`config.mk`:
```
export PLATFORM = sky130hd
export DESIGN_NAME = i2c_transfer_clock_select
export DESIGN_NICKNAME = d
export VERILOG_FILES = /design/src/rtl/i2c_clk_pkg.sv /design/src/rtl/i2c_divisor_lookup.sv /design/src/rtl/i2c_scl_divider.sv /design/src/rtl/i2c_transfer_clock_select.sv
export SDC_FILE = /design/constraint.sdc
export NUM_CORES = 1
export LEC_CHECK = 0
export BUFFER_PORTS_ARGS = -buffer_cell sky130_fd_sc_hd__buf_2
export CORE_MARGIN = 4
export CORE_UTILIZATION = 29
export DETAILED_ROUTE_END_ITERATION = 6
export PLACE_DENSITY = 0.46
export SYNTH_ARGS = -nofsm -noshare
export SYNTH_HDL_FRONTEND = slang
export SYNTH_SLANG_ARGS = --single-unit
```
`constraint.sdc`:
```
create_clock -name i_mclk -period 4.5 [get_ports i_mclk]
set_input_delay 0.45 -clock i_mclk [delete_from_list [all_inputs] [get_ports i_mclk]]
set_output_delay 0.45 -clock i_mclk [all_outputs]
set_load 0.02 [all_outputs]
```
`src/rtl/i2c_clk_pkg.sv`:
```
// constants, field layouts and carrier types for the i2c transfer-clock select block
// assumes one 20 mhz clock and a 32-bit apb register port with byte offsets
package i2c_clk_pkg;

  // register byte offsets
  localparam logic [7:0] OFS_FX = 8'h00;      // i2c_function_expansion
  localparam logic [7:0] OFS_CLSEL = 8'h04;   // clock_selection_register
  localparam logic [7:0] OFS_PRESC = 8'h08;   // shared_prescaler_register
  localparam logic [7:0] OFS_CTRL = 8'h0c;    // controller_control_register
  localparam logic [7:0] OFS_STATUS = 8'h10;  // divisor and serial clock state
  localparam logic [7:0] OFS_BITWR = 8'h14;   // single-bit write port

  // reset values
  localparam logic [7:0] RST_FX = 8'h00;
  localparam logic [7:0] RST_CLSEL = 8'h00;
  localparam logic [7:0] RST_PRESC = 8'h00;
  localparam logic [7:0] RST_CTRL = 8'h00;

  // writable bits, the rest read as zero
  localparam logic [7:0] MASK_FX = 8'h01;
  localparam logic [7:0] MASK_CLSEL = 8'h0b;
  localparam logic [7:0] MASK_PRESC = 8'h13;
  localparam logic [7:0] MASK_CTRL = 8'h80;

  // field positions
  localparam int FX_CLX_BIT = 0;
  localparam int CLSEL_CL0_BIT = 0;
  localparam int CLSEL_CL1_BIT = 1;
  localparam int CLSEL_SMC_BIT = 3;
  localparam int PRESC_OCKS0_BIT = 0;
  localparam int PRESC_OCKS1_BIT = 1;
  localparam int PRESC_HALV_BIT = 4;
  localparam int CTRL_EN_BIT = 7;
  localparam int BITWR_IDX_LSB = 0;
  localparam int BITWR_VAL_BIT = 3;
  localparam int BITWR_SEL_LSB = 4;
  localparam int ST_M_LSB = 0;
  localparam int ST_VALID_BIT = 16;
  localparam int ST_SCL_BIT = 17;
  localparam int ST_EN_BIT = 18;

  // single-bit write target codes
  localparam logic [1:0] SEL_FX = 2'h0;
  localparam logic [1:0] SEL_CLSEL = 2'h1;
  localparam logic [1:0] SEL_PRESC = 2'h2;
  localparam logic [1:0] SEL_CTRL = 2'h3;

  // divisor width and table
  localparam int M_W = 10;
  localparam int DIV_N = 16;

  typedef struct packed {
    logic smc;            // speed_mode_select
    logic clx;            // clock_extension_bit, already gated by smc
    logic [1:0] cl;       // clock_select_high, clock_select_low
    logic halv;           // prescaler_halving_bit
    logic [1:0] ocks;     // prescaler_select_high, prescaler_select_low
  } clk_sel_t;

  typedef struct packed {
    logic [6:0] key;
    logic [M_W-1:0] m;
  } div_entry_t;

  localparam div_entry_t DIV_TABLE [DIV_N] = '{
    '{7'h04, 10'd344}, '{7'h05, 10'd516}, '{7'h06, 10'd688}, '{7'h07, 10'd860},
    '{7'h0c, 10'd264}, '{7'h0d, 10'd396}, '{7'h16, 10'd352}, '{7'h17, 10'd440},
    '{7'h10, 10'd88}, '{7'h44, 10'd96}, '{7'h46, 10'd192}, '{7'h47, 10'd240},
    '{7'h64, 10'd72}, '{7'h65, 10'd108}, '{7'h66, 10'd144}, '{7'h68, 10'd120}
  };

  // register file state
  typedef struct packed {
    logic [7:0] fx;
    logic [7:0] clsel;
    logic [7:0] presc;
    logic [7:0] ctrl;
    logic [31:0] rdata;
  } regs_t;

  localparam regs_t REGS_RST = '{RST_FX, RST_CLSEL, RST_PRESC, RST_CTRL, 32'h0000_0000};

  // lookup state
  typedef struct packed {
    logic [M_W-1:0] m;
    logic valid;
  } div_t;

  // serial clock divider state
  typedef struct packed {
    logic [M_W-1:0] cnt;
    logic level;
    logic tick;
  } sclk_t;

endpackage

```
`src/rtl/i2c_divisor_lookup.sv`:
```
// maps the clock selection bits onto one divisor of the allowed set
// assumes the selection struct is stable or changes only between transfers
module i2c_divisor_lookup (
  input wire logic i_mclk,                          // 20 mhz clock
  input wire logic i_rst_n,                         // async reset, active low
  input wire i2c_clk_pkg::clk_sel_t i_sel,          // selection bits
  output logic [i2c_clk_pkg::M_W-1:0] o_m,          // divisor, registered
  output logic o_valid                              // combination supported
);

  i2c_clk_pkg::div_t st_reg;
  i2c_clk_pkg::div_t st_next;
  logic [i2c_clk_pkg::DIV_N-1:0] hit;
  logic [i2c_clk_pkg::M_W-1:0] pick [i2c_clk_pkg::DIV_N];

  // one comparator per table entry
  genvar g;
  generate
    for (g = 0; g < i2c_clk_pkg::DIV_N; g++)
    begin : g_ent
      assign hit[g] = (i_sel == i2c_clk_pkg::DIV_TABLE[g].key);
      assign pick[g] = hit[g] ? i2c_clk_pkg::DIV_TABLE[g].m : '0;
    end
  endgenerate

  // or of the single matching entry; no match means unsupported
  always_comb
  begin
    st_next.m = '0;
    for (int i = 0; i < i2c_clk_pkg::DIV_N; i++)
    begin
      st_next.m = st_next.m | pick[i];
    end
    st_next.valid = |hit;
  end

  always_ff @(posedge i_mclk or negedge i_rst_n)
  begin
    if (!i_rst_n)
      st_reg <= '0;
    else
      st_reg <= st_next;
  end

  assign o_m = st_reg.m;
  assign o_valid = st_reg.valid;

endmodule

```
`src/rtl/i2c_scl_divider.sv`:
```
// serial clock period generator: one period is m cycles of the clock
// assumes m changes only while i_run is low
module i2c_scl_divider #(
  parameter int CNT_W = 10                          // counter width
) (
  input wire logic i_mclk,                          // 20 mhz clock
  input wire logic i_rst_n,                         // async reset, active low
  input wire logic i_run,                           // enable and valid divisor
  input wire logic [CNT_W-1:0] i_m,                 // period in clock cycles
  output logic o_tick,                              // one-cycle pulse per period
  output logic o_level                              // scl level, low half first
);

  // refuse a counter too narrow for the largest divisor
  generate
    if (CNT_W < i2c_clk_pkg::M_W)
    begin : g_chk
      $error("i2c_scl_divider: CNT_W too small");
    end
  endgenerate

  typedef struct packed {
    logic [CNT_W-1:0] cnt;
    logic level;
    logic tick;
  } st_t;

  st_t st_reg;
  st_t st_next;
  logic wrap;
  logic [CNT_W-1:0] half;

  // count 0..m-1, low for the first half, pulse on wrap
  always_comb
  begin
    st_next = st_reg;
    half = i_m >> 1;
    wrap = (st_reg.cnt == i_m - CNT_W'(1));
    if (!i_run)
    begin
      st_next.cnt = '0;
      st_next.level = 1'b1;
      st_next.tick = 1'b0;
    end
    else
    begin
      st_next.cnt = wrap ? '0 : st_reg.cnt + CNT_W'(1);
      st_next.tick = wrap;
      st_next.level = ~wrap & (st_next.cnt >= half);
    end
  end

  always_ff @(posedge i_mclk or negedge i_rst_n)
  begin
    if (!i_rst_n)
      st_reg <= '{'0, 1'b1, 1'b0};
    else
      st_reg <= st_next;
  end

  assign o_tick = st_reg.tick;
  assign o_level = st_reg.level;

endmodule

```
`src/rtl/i2c_transfer_clock_select.sv`:
```
// register file and serial clock selection of the i2c controller
// assumes an apb master on a single 20 mhz clock, byte data in the low lane

module i2c_transfer_clock_select (
  input wire logic i_mclk,                          // 20 mhz clock
  input wire logic i_rst_n,                         // async reset, active low
  input wire logic i_psel,                          // apb select
  input wire logic i_penable,                       // apb enable
  input wire logic i_pwrite,                        // apb direction
  input wire logic [7:0] i_paddr,                   // apb byte address
  input wire logic [31:0] i_pwdata,                 // apb write data
  input wire logic [3:0] i_pstrb,                   // apb byte strobes
  output logic o_pready,                            // apb ready
  output logic [31:0] o_prdata,                     // apb read data
  output logic o_pslverr,                           // apb error, unmapped address
  output logic [i2c_clk_pkg::M_W-1:0] o_divisor,    // selected divisor m
  output logic o_divisor_valid,                     // combination supported
  output logic o_scl_tick,                          // pulse once per scl period
  output logic o_scl_level                          // scl level from the divider
);

  i2c_clk_pkg::regs_t st_reg;
  i2c_clk_pkg::regs_t st_next;
  i2c_clk_pkg::clk_sel_t sel;
  logic setup;
  logic access;
  logic mapped;
  logic wr;
  logic en;
  logic run;
  logic [31:0] rd_word;
  logic [2:0] bit_idx;
  logic bit_val;
  logic [1:0] bit_sel;

  // one bit replaced, reserved bits kept at zero
  function automatic logic [7:0] put_bit(input logic [7:0] cur, input logic [2:0] idx,
                                         input logic val, input logic [7:0] mask);
    logic [7:0] tmp;
    tmp = cur;
    tmp[idx] = val;
    return tmp & mask;
  endfunction

  // apb phases and address decode
  always_comb
  begin
    setup = i_psel & ~i_penable;
    access = i_psel & i_penable;
    if (i_paddr == i2c_clk_pkg::OFS_FX)
      mapped = 1'b1;
    else if (i_paddr == i2c_clk_pkg::OFS_CLSEL)
      mapped = 1'b1;
    else if (i_paddr == i2c_clk_pkg::OFS_PRESC)
      mapped = 1'b1;
    else if (i_paddr == i2c_clk_pkg::OFS_CTRL)
      mapped = 1'b1;
    else if (i_paddr == i2c_clk_pkg::OFS_STATUS)
      mapped = 1'b1;
    else if (i_paddr == i2c_clk_pkg::OFS_BITWR)
      mapped = 1'b1;
    else
      mapped = 1'b0;
  end

  assign wr = access & mapped & i_pwrite & i_pstrb[0];
  assign en = st_reg.ctrl[i2c_clk_pkg::CTRL_EN_BIT];
  assign bit_idx = i_pwdata[i2c_clk_pkg::BITWR_IDX_LSB +: 3];
  assign bit_val = i_pwdata[i2c_clk_pkg::BITWR_VAL_BIT];
  assign bit_sel = i_pwdata[i2c_clk_pkg::BITWR_SEL_LSB +: 2];

  // read multiplexer, low byte carries the 8-bit registers
  always_comb
  begin
    rd_word = '0;
    if (i_paddr == i2c_clk_pkg::OFS_FX)
      rd_word[7:0] = st_reg.fx;
    else if (i_paddr == i2c_clk_pkg::OFS_CLSEL)
      rd_word[7:0] = st_reg.clsel;
    else if (i_paddr == i2c_clk_pkg::OFS_PRESC)
      rd_word[7:0] = st_reg.presc;
    else if (i_paddr == i2c_clk_pkg::OFS_CTRL)
      rd_word[7:0] = st_reg.ctrl;
    else if (i_paddr == i2c_clk_pkg::OFS_STATUS)
    begin
      rd_word[i2c_clk_pkg::ST_M_LSB +: i2c_clk_pkg::M_W] = o_divisor;
      rd_word[i2c_clk_pkg::ST_VALID_BIT] = o_divisor_valid;
      rd_word[i2c_clk_pkg::ST_SCL_BIT] = o_scl_level;
      rd_word[i2c_clk_pkg::ST_EN_BIT] = en;
    end
  end

  // register writes at the access edge; read data captured in setup
  always_comb
  begin
    st_next = st_reg;
    if (setup)
      st_next.rdata = i_pwrite ? 32'h0000_0000 : rd_word;
    if (wr)
    begin
      if (i_paddr == i2c_clk_pkg::OFS_FX)
      begin
        if (!en)
          st_next.fx = i_pwdata[7:0] & i2c_clk_pkg::MASK_FX;
      end
      else if (i_paddr == i2c_clk_pkg::OFS_CLSEL)
        st_next.clsel = i_pwdata[7:0] & i2c_clk_pkg::MASK_CLSEL;
      else if (i_paddr == i2c_clk_pkg::OFS_PRESC)
        st_next.presc = i_pwdata[7:0] & i2c_clk_pkg::MASK_PRESC;
      else if (i_paddr == i2c_clk_pkg::OFS_CTRL)
        st_next.ctrl = i_pwdata[7:0] & i2c_clk_pkg::MASK_CTRL;
      else if (i_paddr == i2c_clk_pkg::OFS_BITWR)
      begin
        case (bit_sel)
          i2c_clk_pkg::SEL_FX:
          begin
            if (!en)
              st_next.fx = put_bit(st_reg.fx, bit_idx, bit_val, i2c_clk_pkg::MASK_FX);
          end
          i2c_clk_pkg::SEL_CLSEL:
            st_next.clsel = put_bit(st_reg.clsel, bit_idx, bit_val, i2c_clk_pkg::MASK_CLSEL);
          i2c_clk_pkg::SEL_PRESC:
            st_next.presc = put_bit(st_reg.presc, bit_idx, bit_val, i2c_clk_pkg::MASK_PRESC);
          default:
            st_next.ctrl = put_bit(st_reg.ctrl, bit_idx, bit_val, i2c_clk_pkg::MASK_CTRL);
        endcase
      end
    end
  end

  // register state, cleared by reset
  always_ff @(posedge i_mclk or negedge i_rst_n)
  begin
    if (!i_rst_n)
      st_reg <= i2c_clk_pkg::REGS_RST;
    else
      st_reg <= st_next;
  end

  // selection bits gathered; extension masked outside high-speed mode
  always_comb
  begin
    sel.smc = st_reg.clsel[i2c_clk_pkg::CLSEL_SMC_BIT];
    sel.clx = st_reg.fx[i2c_clk_pkg::FX_CLX_BIT] & sel.smc;
    sel.cl = {st_reg.clsel[i2c_clk_pkg::CLSEL_CL1_BIT], st_reg.clsel[i2c_clk_pkg::CLSEL_CL0_BIT]};
    sel.halv = st_reg.presc[i2c_clk_pkg::PRESC_HALV_BIT];
    sel.ocks = {st_reg.presc[i2c_clk_pkg::PRESC_OCKS1_BIT], st_reg.presc[i2c_clk_pkg::PRESC_OCKS0_BIT]};
  end

  i2c_divisor_lookup u_lookup (
    .i_mclk(i_mclk),
    .i_rst_n(i_rst_n),
    .i_sel(sel),
    .o_m(o_divisor),
    .o_valid(o_divisor_valid)
  );

  // divider runs only while enabled with a supported divisor
  assign run = en & o_divisor_valid;

  i2c_scl_divider #(
    .CNT_W(i2c_clk_pkg::M_W)
  ) u_div (
    .i_mclk(i_mclk),
    .i_rst_n(i_rst_n),
    .i_run(run),
    .i_m(o_divisor),
    .o_tick(o_scl_tick),
    .o_level(o_scl_level)
  );

  // apb answers: zero wait states, error on unmapped address
  assign o_pready = access;
  assign o_pslverr = access & ~mapped;
  assign o_prdata = st_reg.rdata;

endmodule

```
# == After elaboration in Yosys (flattened, before gate mapping) ==
# Cells that the tools add are included.
# word_totals
regBits,87
input_bits,49
wordCells,153
# op_classes
add_sub_neg,2
n_lt_le_gt_ge,3
n_eq_ne,33
mux,59
n_bitwise,30
reduce_logical,16
# ops
operator,count
$or A10 B10 Y10,15
$mux W8,18
$mux W10,5
$eq A7 B7 Y1 const B,7
$mux W9,5
$mux W7,5
$bwmux W8,4
$mux W32,1
$eq A7 B3 Y1 const B,4
$mux W24,1
$eq A7 B5 Y1 const B,3
$mux W19,1
$reduce_and A6 Y1,3
$eq A8 B4 Y1 const B,2
$eq A8 B5 Y1 const B,2
$mux W16,1
$reduce_or A16 Y1,1
$mux W3,5
$eq A7 B4 Y1 const B,2
$ne A2 B2 Y1 const B,7
$reduce_bool A2 Y1,7
$mux W12,1
$add A10 B1 Y10 const B,1
$eq A10 B10 Y1,1
other kinds (19),41

# == Depth between registers and ports, before layout ==
# logic_depth
depth_word,18
ltp_mapped,15
mapped_depth_nobuf,13

# == By module ==
# From an unflattened synthesis, not the netlist that was laid out.
# hier_totals
hier_cells,392
area_unflattened_um2,3535.9
# by_module_without_submodules
mod,n_inst,cells_per_inst,area_per_inst_um2
i2c_transfer_clock_select,1,178,1646.6
i2c_scl_divider,1,135,1224.9
i2c_divisor_lookup,1,79,664.4

# == Least setup slack after synthesis ==
# OpenSTA, ideal clock, no wires.
# synth_path
path_kind,flip-flop to flip-flop
start,register u_lookup.st_reg (netlist bit u_lookup.o_m[2])
end,register u_div.st_reg (netlist bit u_div.o_level)
t_arrival_ns,2.890
t_required_ns,4.427
slack_ns,1.537
path_stages_with_launch,16
cell_sequence,dfrtp_1 buf_2 inv_1 ha_1 xnor2_1 and4b_1 a41oi_1 a211oi_2 buf_2 nor2_1 ha_1 nand3_1 a2111oi_0 a2111oi_0 and3_1 o21bai_1
# synth_rtl
item,line_no,source
from (decl),i2c_divisor_lookup.sv:11,i2c_clk_pkg::div_t st_reg;
from (signal assigned),i2c_divisor_lookup.sv:42,st_reg <= st_next;
to (signal assigned),i2c_scl_divider.sv:56,"st_reg <= '{'0, 1'b1, 1'b0};"
to (signal assigned),i2c_scl_divider.sv:58,st_reg <= st_next;
to (decl),i2c_scl_divider.sv:28,st_t st_reg;

==> run summary <==
Entering global routing, the biggest net connects 43 pins. Yosys mapped the design onto 65 distinct sky130hd cell types. The tools report the number of cells produced by synthesis as 371. The proportion of layout cells with a drive suffix above 1 was 0.182. Clock latency on the worst-skew pair, taken at its later pin, is 0.29 ns.

In the layout the commonest cells are buf_2 (46), dfrtp_1 (41), nor2_1 (34), nand2_1 (25), conb_1 (21). For the worst flop-to-flop path, the logic depth is 14. The power per standard cell area works out to 221 mW/mm^2. In this run, placement finished with an instance count of 519. The x dimension of the die was 113 um.

The type of origin of the critical path is a flip-flop. The leading register cell type out of synthesis was dfrtp_1. Xor and xnor area share after synthesis: 0.0523. The growth of design area from synthesis to finish came out at 7.48%. After layout, the minimum clock period comes to 3.61 ns.

The critical path is of the reg -> reg type. A synthesized cell averages 8.57 um^2. Detailed placement finished with a half-perimeter wire length of 5.95 mm. TritonCTS created 5 clock buffers. In this run the clock root is driven by a clkbuf_8.

The register with the most flip-flops in the layout has 13 of them. The detail route stage leaves a number of antenna-violating nets equal to 0. The filler cell count is 1121. In this run, synthesis inferred 0 flip-flops with an integrated enable. The tools report the initial antenna violation count as 0.

Port buffering added 46 buffers. The first TritonRoute pass finished after 4 iterations. Tracing the worst setup path back leads to its startpoint at u_lookup.o_m[2]$_DFF_PN0_. The final antenna diode count is 0, and the global placer's final weighted congestion is 0.833. Setup repair after global routing left no endpoint under its margin. In this run the worst setup path terminates at u_div.o_level$_DFF_PN1_.

The number of global-route vias before repair is 2496. The clock passes through at most 2 buffers. In this run, post-CTS repair resized a total of 0 instances. The final count of negative-setup-slack endpoints is 0. The library cell used most frequently in the layout, excluding fill and tap cells, is buf_2.

96 I/O pins were placed. The post-synth design cell area is 0.00318 mm^2. For the number of clock sinks seen by CTS, the log shows 42. The critical path capture point type is a flip-flop.

The die covers 0.0127 mm^2. Sequential area share after synthesis: 0.331. The min-delay analysis places its worst path in the category in -> async.

Across all register-to-register paths, the minimum setup slack is 0.89 ns. The share of synthesized cell area in full adder, half adder and majority cells is 0.0394. Largest family of logic cells by synthesized area: simple AND/OR/NAND/NOR gates. The run gives 13.1 mm as the global-route wire length before repair. After detailed routing, the number of vias per cell comes to 5.08. The finished layout holds 527 standard cells, fillers aside. The total global routing overflow came out at 0. The Yosys step of the flow raised 0 warnings. The fraction of the mapped netlist area in compound gates came out at 0.176. The total negative slack for setup checks is 0 ns, and the actual transition at the worst max-transition pin is 0.997 ns.

The fraction of registers with async set or reset after synthesis was 1.00; the synthesized-area fraction occupied by and/or/nand/nor cells was 0.256. For the minimum setup slack in the final design, the log shows 0.890 ns. Buffers inserted to repair hold after CTS numbered 0.

The multiplexer share of the synthesized area is 0.0134, and the number of failing hold endpoints at the final stage is 0. Once the clock tree was built, the setup fixing pass inserted 0 buffers. Across the run, the number of max-cap violations was 0. In this run the critical register-to-register path is captured at u_div.o_level$_DFF_PN1_. Counting flops and latches in the post-synthesis netlist gives 42.

For this run, design rule violations remaining after detail routing come to 0. For the worst ir drop on vdd, the log shows 106 uV. The maximum level of the CTS H-tree is 2, and the number of design-rule violations left by the first detailed-router iteration is 192. The startpoint identified for the worst register-to-register timing path is u_lookup.o_m[2]$_DFF_PN0_. In the final routed layout, each cell accounts on average for 15.3 um. The headroom to the max-slew limit came out at 0.335. The vertical die dimension is 113 um, and the clock-pin slew of the registers on the worst-case setup and hold paths is 0.09 ns.

The worst endpoint data arrival time was 3.84 ns. The overall routing resource usage came out at 0.126. The detailed router placed 2675 vias in this run. Based on the critical path, the design can be clocked at up to 0.277 GHz. The effective utilization at floorplan was 0.303; the layout net count was 449.

Of all nets on the critical path, the largest fanout is 19. Final clock period utilization by the worst path: 0.802. At the worst endpoint, the required time is 4.73 ns. The standard-cell row count was 37. The number of max-slew violations in the final report is 0. The flow ran to the end, and the final reports show no timing, DRC or antenna violations.

The detailed-route wire length was 8.07 mm. The analysis attributes to cell leakage a power of 1.54 nW. For the core box area, the log shows 0.0105 mm^2.

TritonCTS built the clock tree. The clock arrives with 0.0145 ns of skew. The placement-stage worst setup slack came out at 1.02 ns.
## layer usage
metal | share of wire | GRT usage | wire length (um) | up-vias
met2 | 0.44 | 0.195 | 3570 | 71
met4 | 0.0089 | 0.0361 | 72 | 0
li1 | - | - | - | 1312
met5 | 0 | 0 | 0 | -
met3 | 0.057 | 0.0182 | 456 | 4
met1 | 0.49 | 0.182 | 3970 | 1288
## kinds of logic (layout without fill, tap and decap cells)
| kind of cell | after synthesis | count (layout) |
|---|---|---|
| simple gates | 146 | 146 |
| compound gates | 79 | 79 |
| buf+inv | 70 | 70 |
| flops | 42 | 42 |
| xor+xnor | 19 | 19 |
| fa+ha+maj | 10 | 10 |
| mux | 4 | 4 |
| other cells | 1 | 21 |
## power breakdown
part           switching (W)  internal [W]
combinational      0.0000508     0.0000150
clock               0.000131      0.000181
sequential       0.000000249      0.000377
total               0.000182      0.000573
## metrics by stage
step	util	hold slack [ns]	cell area, um^2	total power (W)
2_1_floorplan	-	0.154	3250	0.000439
3_3_place_gp	0.314	0.464	3300	0.000451
3_5_place_dp	0.314	0.473	3300	0.000451
4_1_cts	0.325	0.354	3420	0.000769
5_1_grt	0.325	0.393	3420	0.000791
6_report	0.325	0.322	3420	0.000755
## critical path, cell delays in order, from the launching register on
cell	delay (ns)
dfrtp_1	0.57
inv_1	0.08
ha_1	0.30
xnor2_1	0.17
and4b_1	0.22
a41oi_1	0.06
a211oi_2	0.31
buf_4	0.28
nor2_1	0.09
ha_1	0.30
nand3_1	0.08
a2111oi_0	0.58
a2111oi_0	0.15
and3_1	0.21
o21bai_1	0.12
## cells in the mapped netlist (all sizes together), types with 3 or more instances
library cell / n / area share
o2111ai: 4 / 0.013
a21oi: 19 / 0.030
nor2b: 7 / 0.014
o31ai: 3 / 0.0071
o21ai: 17 / 0.027
xor2: 11 / 0.030
nor3b: 3 / 0.0071
dfrtp: 41 / 0.32
nor3: 19 / 0.031
nand4: 11 / 0.022
nor2: 34 / 0.040
clkbuf: 10 / 0.012
nand3b: 4 / 0.0094
a22o: 9 / 0.025
ha: 10 / 0.039
o22a: 5 / 0.015
o41ai: 3 / 0.0083
inv: 15 / 0.018
and3: 7 / 0.014
xnor2: 8 / 0.022
nand2b: 6 / 0.012
nand2: 25 / 0.030
buf: 45 / 0.10
nand3: 14 / 0.024
nor4b: 3 / 0.015
## area by class of cell
cell class	instances	area (um^2)	share of cell area
clock buffers	7	86.3	0.0253
clock inverters	1	30.0	0.00879
multi-input cells	279	1780	0.522
repair buffers	47	238	0.0696
inverters	15	56.3	0.0165
flip-flops and latches	42	1050	0.308
well taps	136	170	0.0498
## worst min path at each step
| stage | endpoint | slack [ns] |
|---|---|---|
| 2_1_floorplan | en$_DFFE_PN0P_ | 0.15 |
| 3_3_place_gp | o_prdata[7]$_DFFE_PN0P_ | 0.46 |
| 3_5_place_dp | o_prdata[4]$_DFFE_PN0P_ | 0.47 |
| 4_1_cts | u_lookup.o_m[5]$_DFF_PN0_ | 0.35 |
| 5_1_grt | u_lookup.o_m[5]$_DFF_PN0_ | 0.39 |
| 6_report | u_lookup.o_m[5]$_DFF_PN0_ | 0.32 |
(Power assumes the default switching activity.)
